==> config.mk <==
export PLATFORM = sky130hd
export DESIGN_NAME = fcs_clock_source
export DESIGN_NICKNAME = d
export VERILOG_FILES = /design/src/verilog/fcs_pkg.sv /design/src/verilog/fcs_clock_source.sv
export SDC_FILE = /design/constraint.sdc
export NUM_CORES = 1
export LEC_CHECK = 0
export ABC_CLOCK_PERIOD_IN_PS = 2100
export BUFFER_PORTS_ARGS = -buffer_cell sky130_fd_sc_hd__buf_2
export CORE_MARGIN = 4
export CORE_UTILIZATION = 37
export DETAILED_ROUTE_END_ITERATION = 8
export PLACE_DENSITY = 0.67
export SETUP_SLACK_MARGIN = 0.4
export SYNTH_ARGS = -nofsm -noshare
export SYNTH_HDL_FRONTEND = slang
export SYNTH_SLANG_ARGS = --single-unit
==> constraint.sdc <==
create_clock -name ref_clk -period 2.1 [get_ports ref_clk]
set_clock_uncertainty 0.05 [all_clocks]
set_input_delay 0.315 -clock ref_clk [delete_from_list [all_inputs] [get_ports ref_clk]]
set_output_delay 0.315 -clock ref_clk [all_outputs]
set_load 0.03 [all_outputs]
==> src/verilog/fcs_pkg.sv <==
// Package: register map, field layout, modes and carriers of the clock source selector
package fcs_pkg;

   // ****************************************
   // Register byte offsets
   // ****************************************
   localparam logic [3:0] OFS_CTRL1 = 4'h0;
   localparam logic [3:0] OFS_CTRL2 = 4'h4;
   localparam logic [3:0] OFS_TRIM  = 4'h8;
   localparam logic [3:0] OFS_STAT  = 4'hC;

   // ****************************************
   // Values after reset
   // ****************************************
   localparam logic [7:0] RST_CTRL1  = 8'h04;
   localparam logic [7:0] RST_CTRL2  = 8'h40;
   localparam logic [7:0] RST_TRIM   = 8'h80;
   localparam logic       RST_FINE_TRIM_BIT  = 1'h0;
   localparam logic       RST_REFST  = 1'h1;

   // ****************************************
   // Field positions
   // ****************************************
   // clock_control_one
   localparam int C1_SRC_HI  = 7;
   localparam int C1_SRC_LO  = 6;
   localparam int C1_REF_DIVIDER_HI = 5;
   localparam int C1_REF_DIVIDER_LO = 3;
   localparam int C1_REFSEL  = 2;
   localparam int C1_IROUT   = 1;
   localparam int C1_IRSTOP  = 0;
   // clock_control_two
   localparam int C2_BUS_DIVIDER_HI = 7;
   localparam int C2_BUS_DIVIDER_LO = 6;
   localparam int C2_RANGE   = 5;
   localparam int C2_HGO     = 4;
   localparam int C2_LP      = 3;
   localparam int C2_OSCREQ  = 2;
   localparam int C2_EROUT   = 1;
   localparam int C2_ERSTOP  = 0;
   // clock_status_control
   localparam int ST_FINE_TRIM_BIT   = 0;

   // ****************************************
   // Source codes and bus answers
   // ****************************************
   localparam logic [1:0] SRC_LOOP    = 2'h0;
   localparam logic [1:0] SRC_INT     = 2'h1;
   localparam logic [1:0] SRC_EXT     = 2'h2;
   localparam logic [1:0] SRC_RSV     = 2'h3;
   localparam logic [1:0] RESP_OKAY   = 2'h0;
   localparam logic [1:0] RESP_SLVERR = 2'h2;

   // ****************************************
   // Types
   // ****************************************
   typedef enum logic [2:0] {
      ENGAGED_INTERNAL        = 3'b000,
      ENGAGED_EXTERNAL        = 3'b001,
      BYPASSED_INTERNAL       = 3'b010,
      BYPASSED_INTERNAL_LOWPW = 3'b011,
      BYPASSED_EXTERNAL       = 3'b100,
      BYPASSED_EXTERNAL_LOWPW = 3'b101,
      STOP_MODE               = 3'b110
   } fcsMode_e;

   typedef struct packed {
      logic highGain;
      logic freqRange;
      logic requestOsc;
      logic refEnable;
      logic refStopEnable;
   } fcsOscCtrl_s;

   typedef struct packed {
      logic moduleOutTick;
      logic busClk;
      logic debugClk;
      logic intRefClkOut;
      logic extRefClkOut;
   } fcsClkOut_s;

endpackage : fcs_pkg

==> src/verilog/fcs_clock_source.sv <==
// Clock source selector: mode sequencing, dividers, source switching and AXI4-Lite registers
// Behaviour
// - Seven modes: two engaged, two bypassed, two bypassed low power, and stop.
// - Reset leaves the block in engaged internal mode with no software action.
// - Engaged internal: output from loop on internal reference; debug clock from loop.
// - Engaged external: output from loop on external reference; debug clock from loop.
// - Bypassed internal: loop runs, output from internal reference; debug clock from loop.
// - Bypassed internal low power: loop off, output internal reference, no debug clock.
// - Bypassed external: loop runs, output from external reference; debug clock from loop.
// - Bypassed external low power: loop off, output external reference, no debug clock.
// - Stop: loop off, no system or debug clock, references per stop enables.
// - Selected source passes a bus divider of 1, 2, 4 or 8.
// - Bus clock runs at half the divided module output rate.
// - Debug clock is the loop oscillator divided by two when available.
// - Source select codes: loop, internal, external; reserved code acts as loop.
// - Reference divider divides the loop reference by two to the field, reset 1.
// - Reference select set feeds the loop from internal, clear from external.
// - Internal reference output enable gates the internal reference clock output.
// - Stop enable keeps internal reference running in stop if enabled or used.
// - Internal reference trimmed by eight coarse bits plus one fine bit.
// - Drives crystal oscillator gain, range, request, enable and stop enable.
// - Bus divider resets to divide by two.
// - Reference status follows the select only after synchronisation.
`timescale 1ns/1ps
`default_nettype none

module fcs_clock_source #(
   parameter int ADDR_W = 8
) (
   // Clock and reset
   input  wire logic              ref_clk,
   input  wire logic              rst_n,
   // AXI4-Lite write
   input  wire logic [ADDR_W-1:0] s_axi_awaddr,
   input  wire logic              s_axi_awvalid,
   output logic                   s_axi_awready,
   input  wire logic [31:0]       s_axi_wdata,
   input  wire logic [3:0]        s_axi_wstrb,
   input  wire logic              s_axi_wvalid,
   output logic                   s_axi_wready,
   output logic [1:0]             s_axi_bresp,
   output logic                   s_axi_bvalid,
   input  wire logic              s_axi_bready,
   // AXI4-Lite read
   input  wire logic [ADDR_W-1:0] s_axi_araddr,
   input  wire logic              s_axi_arvalid,
   output logic                   s_axi_arready,
   output logic [31:0]            s_axi_rdata,
   output logic [1:0]             s_axi_rresp,
   output logic                   s_axi_rvalid,
   input  wire logic              s_axi_rready,
   // Source clock pins: 0 loop oscillator, 1 internal ref, 2 external ref
   input  wire logic [2:0]        srcClkIn,
   input  wire logic              oscReadyIn,
   // System requests
   input  wire logic              stopReq,
   input  wire logic              debugActive,
   // Clock and control outputs
   output var fcs_pkg::fcsClkOut_s  clkOut,
   output var fcs_pkg::fcsOscCtrl_s oscCtrl,
   output logic [8:0]             intRefTrim,
   output logic                   loopEnable,
   output logic                   loopRefIsInternal,
   output logic                   loopRefTick
);

   // ****************************************
   // Declarations
   // ****************************************
   logic [7:0]       ctrl1_r;
   logic [7:0]       ctrl2_r;
   logic [7:0]       trim_r;
   logic             fineTrim_r;
   logic             bvalid_r;
   logic [1:0]       bresp_r;
   logic             rvalid_r;
   logic [1:0]       rresp_r;
   logic [31:0]      rdata_r;
   logic [2:0]       clkSync1_r;
   logic [2:0]       clkSync2_r;
   logic [2:0]       clkPrev_r;
   logic [2:0]       srcEdge;
   logic             oscSync1_r;
   logic             oscReady_r;
   logic             refSync1_r;
   logic             refStatus_r;
   fcs_pkg::fcsMode_e mode_r;
   fcs_pkg::fcsMode_e modeNxt;
   logic             prevIntMode_r;
   logic             prevExtMode_r;
   logic [1:0]       activeSrc_r;
   logic [1:0]       srcStatus_r;
   logic             awaitEdge_r;
   logic [2:0]       divCnt_r;
   logic [6:0]       refCnt_r;
   logic             modTick_r;
   logic             busClk_r;
   logic             dbgClk_r;
   logic             intRefOut_r;
   logic             extRefOut_r;
   logic             refTick_r;

   // ****************************************
   // Register fields
   // ****************************************
   wire [1:0] srcSel    = ctrl1_r[fcs_pkg::C1_SRC_HI:fcs_pkg::C1_SRC_LO];
   wire [2:0] refDiv    = ctrl1_r[fcs_pkg::C1_REF_DIVIDER_HI:fcs_pkg::C1_REF_DIVIDER_LO];
   wire       refSelReq = ctrl1_r[fcs_pkg::C1_REFSEL];
   wire       irOutEn   = ctrl1_r[fcs_pkg::C1_IROUT];
   wire       irStopEn  = ctrl1_r[fcs_pkg::C1_IRSTOP];
   wire [1:0] busDiv    = ctrl2_r[fcs_pkg::C2_BUS_DIVIDER_HI:fcs_pkg::C2_BUS_DIVIDER_LO];
   wire       erOutEn   = ctrl2_r[fcs_pkg::C2_EROUT];
   wire       erStopEn  = ctrl2_r[fcs_pkg::C2_ERSTOP];

   // ****************************************
   // Bus decode
   // ****************************************
   wire       wrTake   = s_axi_awvalid & s_axi_wvalid & ~bvalid_r;
   wire       wrHit    = (s_axi_awaddr[ADDR_W-1:4] == '0) & (s_axi_awaddr[1:0] == 2'h0);
   wire [3:0] wrOfs    = {s_axi_awaddr[3:2], 2'h0};
   wire       wrByte   = wrTake & wrHit & s_axi_wstrb[0];
   wire [7:0] wrData   = s_axi_wdata[7:0];
   wire       rdTake   = s_axi_arvalid & ~rvalid_r;
   wire       rdHit    = (s_axi_araddr[ADDR_W-1:4] == '0) & (s_axi_araddr[1:0] == 2'h0);
   wire [3:0] rdOfs    = {s_axi_araddr[3:2], 2'h0};
   wire [7:0] statByte = {3'h0, refStatus_r, srcStatus_r, oscReady_r, fineTrim_r};
   wire [7:0] rdByte   = (rdOfs == fcs_pkg::OFS_CTRL1) ? ctrl1_r :
                         (rdOfs == fcs_pkg::OFS_CTRL2) ? ctrl2_r :
                         (rdOfs == fcs_pkg::OFS_TRIM)  ? trim_r  : statByte;

   assign s_axi_awready = wrTake;
   assign s_axi_wready  = wrTake;
   assign s_axi_bvalid  = bvalid_r;
   assign s_axi_bresp   = bresp_r;
   assign s_axi_arready = rdTake;
   assign s_axi_rvalid  = rvalid_r;
   assign s_axi_rresp   = rresp_r;
   assign s_axi_rdata   = rdata_r;

   // ****************************************
   // Bus responses
   // ****************************************
   always_ff @(posedge ref_clk)
   begin
      if (!rst_n)
      begin
         bvalid_r <= 1'b0;
         bresp_r  <= fcs_pkg::RESP_OKAY;
      end
      else if (wrTake)
      begin
         bvalid_r <= 1'b1;
         bresp_r  <= wrHit ? fcs_pkg::RESP_OKAY : fcs_pkg::RESP_SLVERR;
      end
      else if (s_axi_bready)
         bvalid_r <= 1'b0;
   end

   always_ff @(posedge ref_clk)
   begin
      if (!rst_n)
      begin
         rvalid_r <= 1'b0;
         rresp_r  <= fcs_pkg::RESP_OKAY;
         rdata_r  <= 32'h0000_0000;
      end
      else if (rdTake)
      begin
         rvalid_r <= 1'b1;
         rresp_r  <= rdHit ? fcs_pkg::RESP_OKAY : fcs_pkg::RESP_SLVERR;
         rdata_r  <= rdHit ? {24'h00_0000, rdByte} : 32'h0000_0000;
      end
      else if (s_axi_rready)
         rvalid_r <= 1'b0;
   end

   // ****************************************
   // Register file
   // ****************************************
   // Only the fine trim bit of the status register is writable
   always_ff @(posedge ref_clk)
   begin
      if (!rst_n)
      begin
         ctrl1_r    <= fcs_pkg::RST_CTRL1;
         ctrl2_r    <= fcs_pkg::RST_CTRL2;
         trim_r     <= fcs_pkg::RST_TRIM;
         fineTrim_r <= fcs_pkg::RST_FINE_TRIM_BIT;
      end
      else if (wrByte)
      begin
         if (wrOfs == fcs_pkg::OFS_CTRL1)
            ctrl1_r <= wrData;
         if (wrOfs == fcs_pkg::OFS_CTRL2)
            ctrl2_r <= wrData;
         if (wrOfs == fcs_pkg::OFS_TRIM)
            trim_r <= wrData;
         if (wrOfs == fcs_pkg::OFS_STAT)
            fineTrim_r <= wrData[fcs_pkg::ST_FINE_TRIM_BIT];
      end
   end

   assign intRefTrim = {trim_r, fineTrim_r};

   // ****************************************
   // Pin synchronisers and edge detect
   // ****************************************
   // The source clocks are far slower than ref_clk and are seen as levels
   for (genvar gi = 0; gi < 3; gi++)
   begin : g_clkSync
      always_ff @(posedge ref_clk)
      begin
         if (!rst_n)
         begin
            clkSync1_r[gi] <= 1'b0;
            clkSync2_r[gi] <= 1'b0;
            clkPrev_r[gi]  <= 1'b0;
         end
         else
         begin
            clkSync1_r[gi] <= srcClkIn[gi];
            clkSync2_r[gi] <= clkSync1_r[gi];
            clkPrev_r[gi]  <= clkSync2_r[gi];
         end
      end
      assign srcEdge[gi] = clkSync2_r[gi] & ~clkPrev_r[gi];
   end

   always_ff @(posedge ref_clk)
   begin
      if (!rst_n)
      begin
         oscSync1_r  <= 1'b0;
         oscReady_r  <= 1'b0;
         refSync1_r  <= fcs_pkg::RST_REFST;
         refStatus_r <= fcs_pkg::RST_REFST;
      end
      else
      begin
         oscSync1_r  <= oscReadyIn;
         oscReady_r  <= oscSync1_r;
         refSync1_r  <= refSelReq;
         refStatus_r <= refSync1_r;
      end
   end

   // ****************************************
   // Mode sequencing
   // ****************************************
   wire [1:0] reqSrc   = (srcSel == fcs_pkg::SRC_RSV) ? fcs_pkg::SRC_LOOP : srcSel;
   wire       lpBypass = ctrl2_r[fcs_pkg::C2_LP] & ~debugActive;
   wire       running  = (mode_r != fcs_pkg::STOP_MODE);
   wire       intMode  = (mode_r == fcs_pkg::ENGAGED_INTERNAL) |
                         (mode_r == fcs_pkg::BYPASSED_INTERNAL) |
                         (mode_r == fcs_pkg::BYPASSED_INTERNAL_LOWPW);
   wire       extMode  = (mode_r == fcs_pkg::ENGAGED_EXTERNAL) |
                         (mode_r == fcs_pkg::BYPASSED_EXTERNAL) |
                         (mode_r == fcs_pkg::BYPASSED_EXTERNAL_LOWPW);
   wire       loopOn   = running & (mode_r != fcs_pkg::BYPASSED_INTERNAL_LOWPW) &
                         (mode_r != fcs_pkg::BYPASSED_EXTERNAL_LOWPW);

   always_comb
   begin
      modeNxt = fcs_pkg::ENGAGED_INTERNAL;
      if (stopReq)
         modeNxt = fcs_pkg::STOP_MODE;
      else
         case (reqSrc)
            fcs_pkg::SRC_INT:
               modeNxt = lpBypass ? fcs_pkg::BYPASSED_INTERNAL_LOWPW
                                  : fcs_pkg::BYPASSED_INTERNAL;
            fcs_pkg::SRC_EXT:
               modeNxt = lpBypass ? fcs_pkg::BYPASSED_EXTERNAL_LOWPW
                                  : fcs_pkg::BYPASSED_EXTERNAL;
            default:
               modeNxt = refStatus_r ? fcs_pkg::ENGAGED_INTERNAL
                                     : fcs_pkg::ENGAGED_EXTERNAL;
         endcase
   end

   always_ff @(posedge ref_clk)
   begin
      if (!rst_n)
      begin
         mode_r        <= fcs_pkg::ENGAGED_INTERNAL;
         prevIntMode_r <= 1'b1;
         prevExtMode_r <= 1'b0;
      end
      else
      begin
         mode_r <= modeNxt;
         if (running)
         begin
            prevIntMode_r <= intMode;
            prevExtMode_r <= extMode;
         end
      end
   end

   // ****************************************
   // Source switching and bus divider
   // ****************************************
   // Switch only on a divider boundary so no short output period appears;
   // a dead old source caught mid-count holds off the switch until it ticks again
   wire [2:0] divMask = (busDiv == 2'h0) ? 3'h0 :
                        (busDiv == 2'h1) ? 3'h1 :
                        (busDiv == 2'h2) ? 3'h3 : 3'h7;
   wire       selEdge = (activeSrc_r == fcs_pkg::SRC_INT) ? srcEdge[1] :
                        (activeSrc_r == fcs_pkg::SRC_EXT) ? srcEdge[2] : srcEdge[0];
   wire       doSwitch = running & (reqSrc != activeSrc_r) & (divCnt_r == 3'h0);
   wire       tickNow  = running & selEdge & (divCnt_r >= divMask);

   always_ff @(posedge ref_clk)
   begin
      if (!rst_n)
      begin
         activeSrc_r <= fcs_pkg::SRC_LOOP;
         srcStatus_r <= fcs_pkg::SRC_LOOP;
         awaitEdge_r <= 1'b0;
      end
      else if (doSwitch)
      begin
         activeSrc_r <= reqSrc;
         awaitEdge_r <= 1'b1;
      end
      else if (awaitEdge_r & selEdge)
      begin
         srcStatus_r <= activeSrc_r;
         awaitEdge_r <= 1'b0;
      end
   end

   always_ff @(posedge ref_clk)
   begin
      if (!rst_n)
         divCnt_r <= 3'h0;
      else if (doSwitch | tickNow)
         divCnt_r <= 3'h0;
      else if (running & selEdge)
         divCnt_r <= divCnt_r + 3'h1;
   end

   // ****************************************
   // Reference divider for the loop
   // ****************************************
   wire [6:0] refMask = 7'h7F >> (3'h7 - refDiv);
   wire       refEdge = refStatus_r ? srcEdge[1] : srcEdge[2];
   wire       refTickNow = loopOn & refEdge & (refCnt_r >= refMask);

   always_ff @(posedge ref_clk)
   begin
      if (!rst_n)
         refCnt_r <= 7'h00;
      else if (!loopOn | refTickNow)
         refCnt_r <= 7'h00;
      else if (refEdge)
         refCnt_r <= refCnt_r + 7'h01;
   end

   // ****************************************
   // Clock outputs
   // ****************************************
   wire irRun = running ? 1'b1 : (irStopEn & (irOutEn | prevIntMode_r));
   wire erRun = running ? 1'b1 : (erStopEn & (erOutEn | prevExtMode_r));

   always_ff @(posedge ref_clk)
   begin
      if (!rst_n)
      begin
         modTick_r   <= 1'b0;
         busClk_r    <= 1'b0;
         dbgClk_r    <= 1'b0;
         intRefOut_r <= 1'b0;
         extRefOut_r <= 1'b0;
         refTick_r   <= 1'b0;
      end
      else
      begin
         modTick_r   <= tickNow;
         busClk_r    <= running & (busClk_r ^ modTick_r);
         dbgClk_r    <= loopOn & (dbgClk_r ^ srcEdge[0]);
         intRefOut_r <= irOutEn & irRun & clkSync2_r[1];
         extRefOut_r <= erOutEn & erRun & clkSync2_r[2];
         refTick_r   <= refTickNow;
      end
   end

   always_ff @(posedge ref_clk)
   begin
      if (!rst_n)
         oscCtrl <= '0;
      else
      begin
         oscCtrl.highGain      <= ctrl2_r[fcs_pkg::C2_HGO];
         oscCtrl.freqRange     <= ctrl2_r[fcs_pkg::C2_RANGE];
         oscCtrl.requestOsc    <= ctrl2_r[fcs_pkg::C2_OSCREQ];
         oscCtrl.refEnable     <= erOutEn & erRun;
         oscCtrl.refStopEnable <= erStopEn;
      end
   end

   assign clkOut.moduleOutTick = modTick_r;
   assign clkOut.busClk        = busClk_r;
   assign clkOut.debugClk      = dbgClk_r;
   assign clkOut.intRefClkOut  = intRefOut_r;
   assign clkOut.extRefClkOut  = extRefOut_r;
   assign loopEnable           = loopOn;
   assign loopRefIsInternal    = refStatus_r;
   assign loopRefTick          = refTick_r;
endmodule : fcs_clock_source

`default_nettype wire

==> flow_metrics.tcl <==
set metrics [dict create \
    worst_pin_slew_ns 0.527 \
    multi_input_area_sq_um 2100 \
    status "finished clean" \
    hold_start "stopReq" \
    required_ns 2.32 \
    syn_inst 383 \
    cts_buffer_depth 2 \
    syn_area_sq_um 3780 \
    drt_iter0_drc 112 \
    crit_fanout 8 \
    antenna_found_initial 0 \
    power_mw 2.95 \
    crit_slowest_cell "dfxtp_4" \
    fin_cells 594 \
    p_leak_nw 2.00 \
    p_comb_share_pct 10.1 \
    synth_area_leaders "dfxtp_1 (42%), mux2i_1 (7.7%), buf_4 (6.5%)" \
    wl_per_cell_um 14.3 \
    dr.pass1.iters 4 \
    arrival_ns 2.09 \
    dieArea_sq_um 11900 \
    routed_wl_mm 8.47 \
    p_per_area_nw_per_um2 642 \
    p_clk_share_pct 38.2 \
    pin_count 128 \
    finalHoldViolations 0 \
    async_flop_share_pct 0 \
    max_freq_mhz 534 \
    critical_path_class "flop to flop" \
    slowest_delay_ns 0.35 \
    area_growth_syn_to_layout_pct 21.4 \
    synth-seq-cells 79 \
    h-tree-depth 3 \
    synth_top_area_share_pct 41.8 \
    cts-root-buf "clkbuf_8" \
    rsz0062_at_grt "true" \
    die_y_um 109 \
    gp_congestion 0.756 \
    intPower_mw 2.19 \
    grt.overflow.total 0 \
    ant_nets 0 \
    yosysTopAreaCell "dfxtp_1" \
    hold_depth 2 \
    fill_cells 939 \
    rr_worst_depth 7 \
    detailed_place_hpwl_mm 6.21 \
    power.switching_uw 760 \
    core_area_sq_um 9860 \
    maxSlewHeadroom_pct 64.8 \
    register_area_sq_um 1600 \
    period_minus_slack_ns 1.87 \
    grt_max_degree 32 \
    place_inst 573 \
    first_global_vias 2797 \
    timing.rr.start "ctrl1_r[3]" \
    finalSetupViolations 0 \
    crit_chain "buf_6 -> a21oi_2 -> ha_1 -> a21o_1 -> a31oi_4 -> o21bai_4 -> a221oi_2" \
    synth_commonest_cells "dfxtp_1 (79), nand2_1 (41), buf_4 (33)" \
    startpoint_type "flop" \
    ys_dominant_reg_cell "dfxtp_1" \
    diodes 0 \
    worst_slack_ns 0.229 \
    seq_power_share_pct 51.8 \
    ys_warn_count 0 \
    core.rowCount 36 \
    cts_buffers 9 \
    ir_drop_mv 0.309 \
    ys_seq_area_share_pct 41.8 \
    post-route-drc-count 0 \
    vias 2873 \
    hold_class "input pin to flop" \
    clock_sinks 79 \
    cap_violations 0 \
    globalRouteTotalUtil_pct 14.7 \
    numPortBuffers 74 \
    ctsHoldBuffers 0 \
    fin_nets 536 \
    drive_gt1_share_pct 32.3 \
    start_util_pct 38.4 \
    clk_pin_slew_ns 0.08 \
    grt_pass1_wl_mm 13.6 \
    synth_edf_count 0 \
    cp-end-kind "flop" \
    cts_tree "done" \
    fin_crit_sh_pct 89.1 \
    dp_slack_ns 0.182 \
    die_width_um 109 \
    swShare_pct 25.8 \
    tns_ns 0 \
    avgSynthCellArea_sq_um 9.88 \
    routed_via_density 4.84 \
    synth.distinct_cells 55 \
    synth_most_common_cell "dfxtp_1" \
    drv_slew 0 \
    cp-startpoint "ctrl1_r[3]" \
    clock_latency_ns 0.36 \
]
cell type report:
cell class	count	area share (%)
multi-input combinational	264	45.7
sequential	79	34.8
timing repair buffer	85	10.2
tap	133	3.62
clock buffer	11	3.08
inverter	17	1.39
clock inverter	5	1.25
sequential cells by signal (all words and copies together) (netlist names), 2 cells and up:
register	cells
clkPrev_r	3
activeSrc_r	2
divCnt_r	3
refCnt_r	7
trim_r	8
mode_r	3
s_axi_rdata	8
srcStatus_r	2
ctrl1_r	8
oscCtrl	5
clkSync2_r	3
ctrl2_r	8
clkSync1_r	3
worst paths after layout:
check | end | slack (ns)
setup / recovery | refCnt_r[4] | 0.23
hold / removal | mode_r[0] | 0.11
setup reg to reg | refCnt_r[4] | 0.23
hold reg to reg | loopRefIsInternal | 0.37
metal layers:
metal	GRT usage, %	up-vias	share of wire, %
li1	-	1431	-
met1	18.1	1352	43
met2	24.2	75	50
met3	3.55	15	4.3
met4	6.85	0	2.1
met5	0	-	0
through the flow:
step                util, %  area [sq um]  hold slack [ns]
floorplan                 -          3890            0.336
global placement       42.1          4160            0.344
detailed placement     42.1          4160            0.347
CTS                    45.4          4480           0.0940
global route           46.6          4590           0.0976
finish                 46.6          4590            0.105
power by group through the flow:
stage / clock [mW] / sequential [mW] / combinational [mW]
final: 1.13 / 1.53 / 0.296
after global routing: 1.22 / 1.53 / 0.323
after CTS: 1.16 / 1.53 / 0.286
after detailed placement: 0 / 1.56 / 0.274
after global placement: 0 / 1.56 / 0.269
after floorplan: 0 / 1.57 / 0.224
logic make-up after synthesis:
kind of cell    after synthesis  synth area share (%)
simple gates                118                  19.0
flops                        79                  41.8
buf+inv                      65                  9.79
compound gates               60                  11.1
mux                          34                  10.6
fa+ha+maj                    15                  4.96
xor+xnor                     11                  2.55
other cells                   1                0.0991
critical path, delay by kind of cell, from the launching register on:
family,cells,cell delay [ns]
adders and majority gates,1,0.28
AOI/OAI and AO/OA,5,0.97
DFF,1,0.35
buffers and inverters,1,0.12
placed cells by master (no fill, tap or decap), types with 3 or more instances in the layout:
cell type   count
nand2b_1        3
dfxtp_4         3
ha_1           12
nand4_1         3
a22oi_1         8
dfxtp_1        71
dfxtp_2         5
clkbuf_8       10
xor2_1          7
and2_1         12
o2bb2ai_1       3
a31oi_1         5
nand3_1         5
buf_4           9
a211oi_2        7
o211a_1         3
inv_1          16
mux2i_1        29
nor2b_1        13
buf_6           3
and3_1          3
buf_2          73
a21oi_1         5
nor2_1          9
o21a_1          3
xnor2_1         4
mux4_2          5
nand2_1        41
o21ai_0        10
clkinvlp_4      3
conb_1         26
timing repair:
item,CTS,global route
endpoints found under the setup margin,15,28
buffers inserted,4,1
pin swaps,8,15
gates resized for setup,22,22
(Power assumes the default switching activity.)
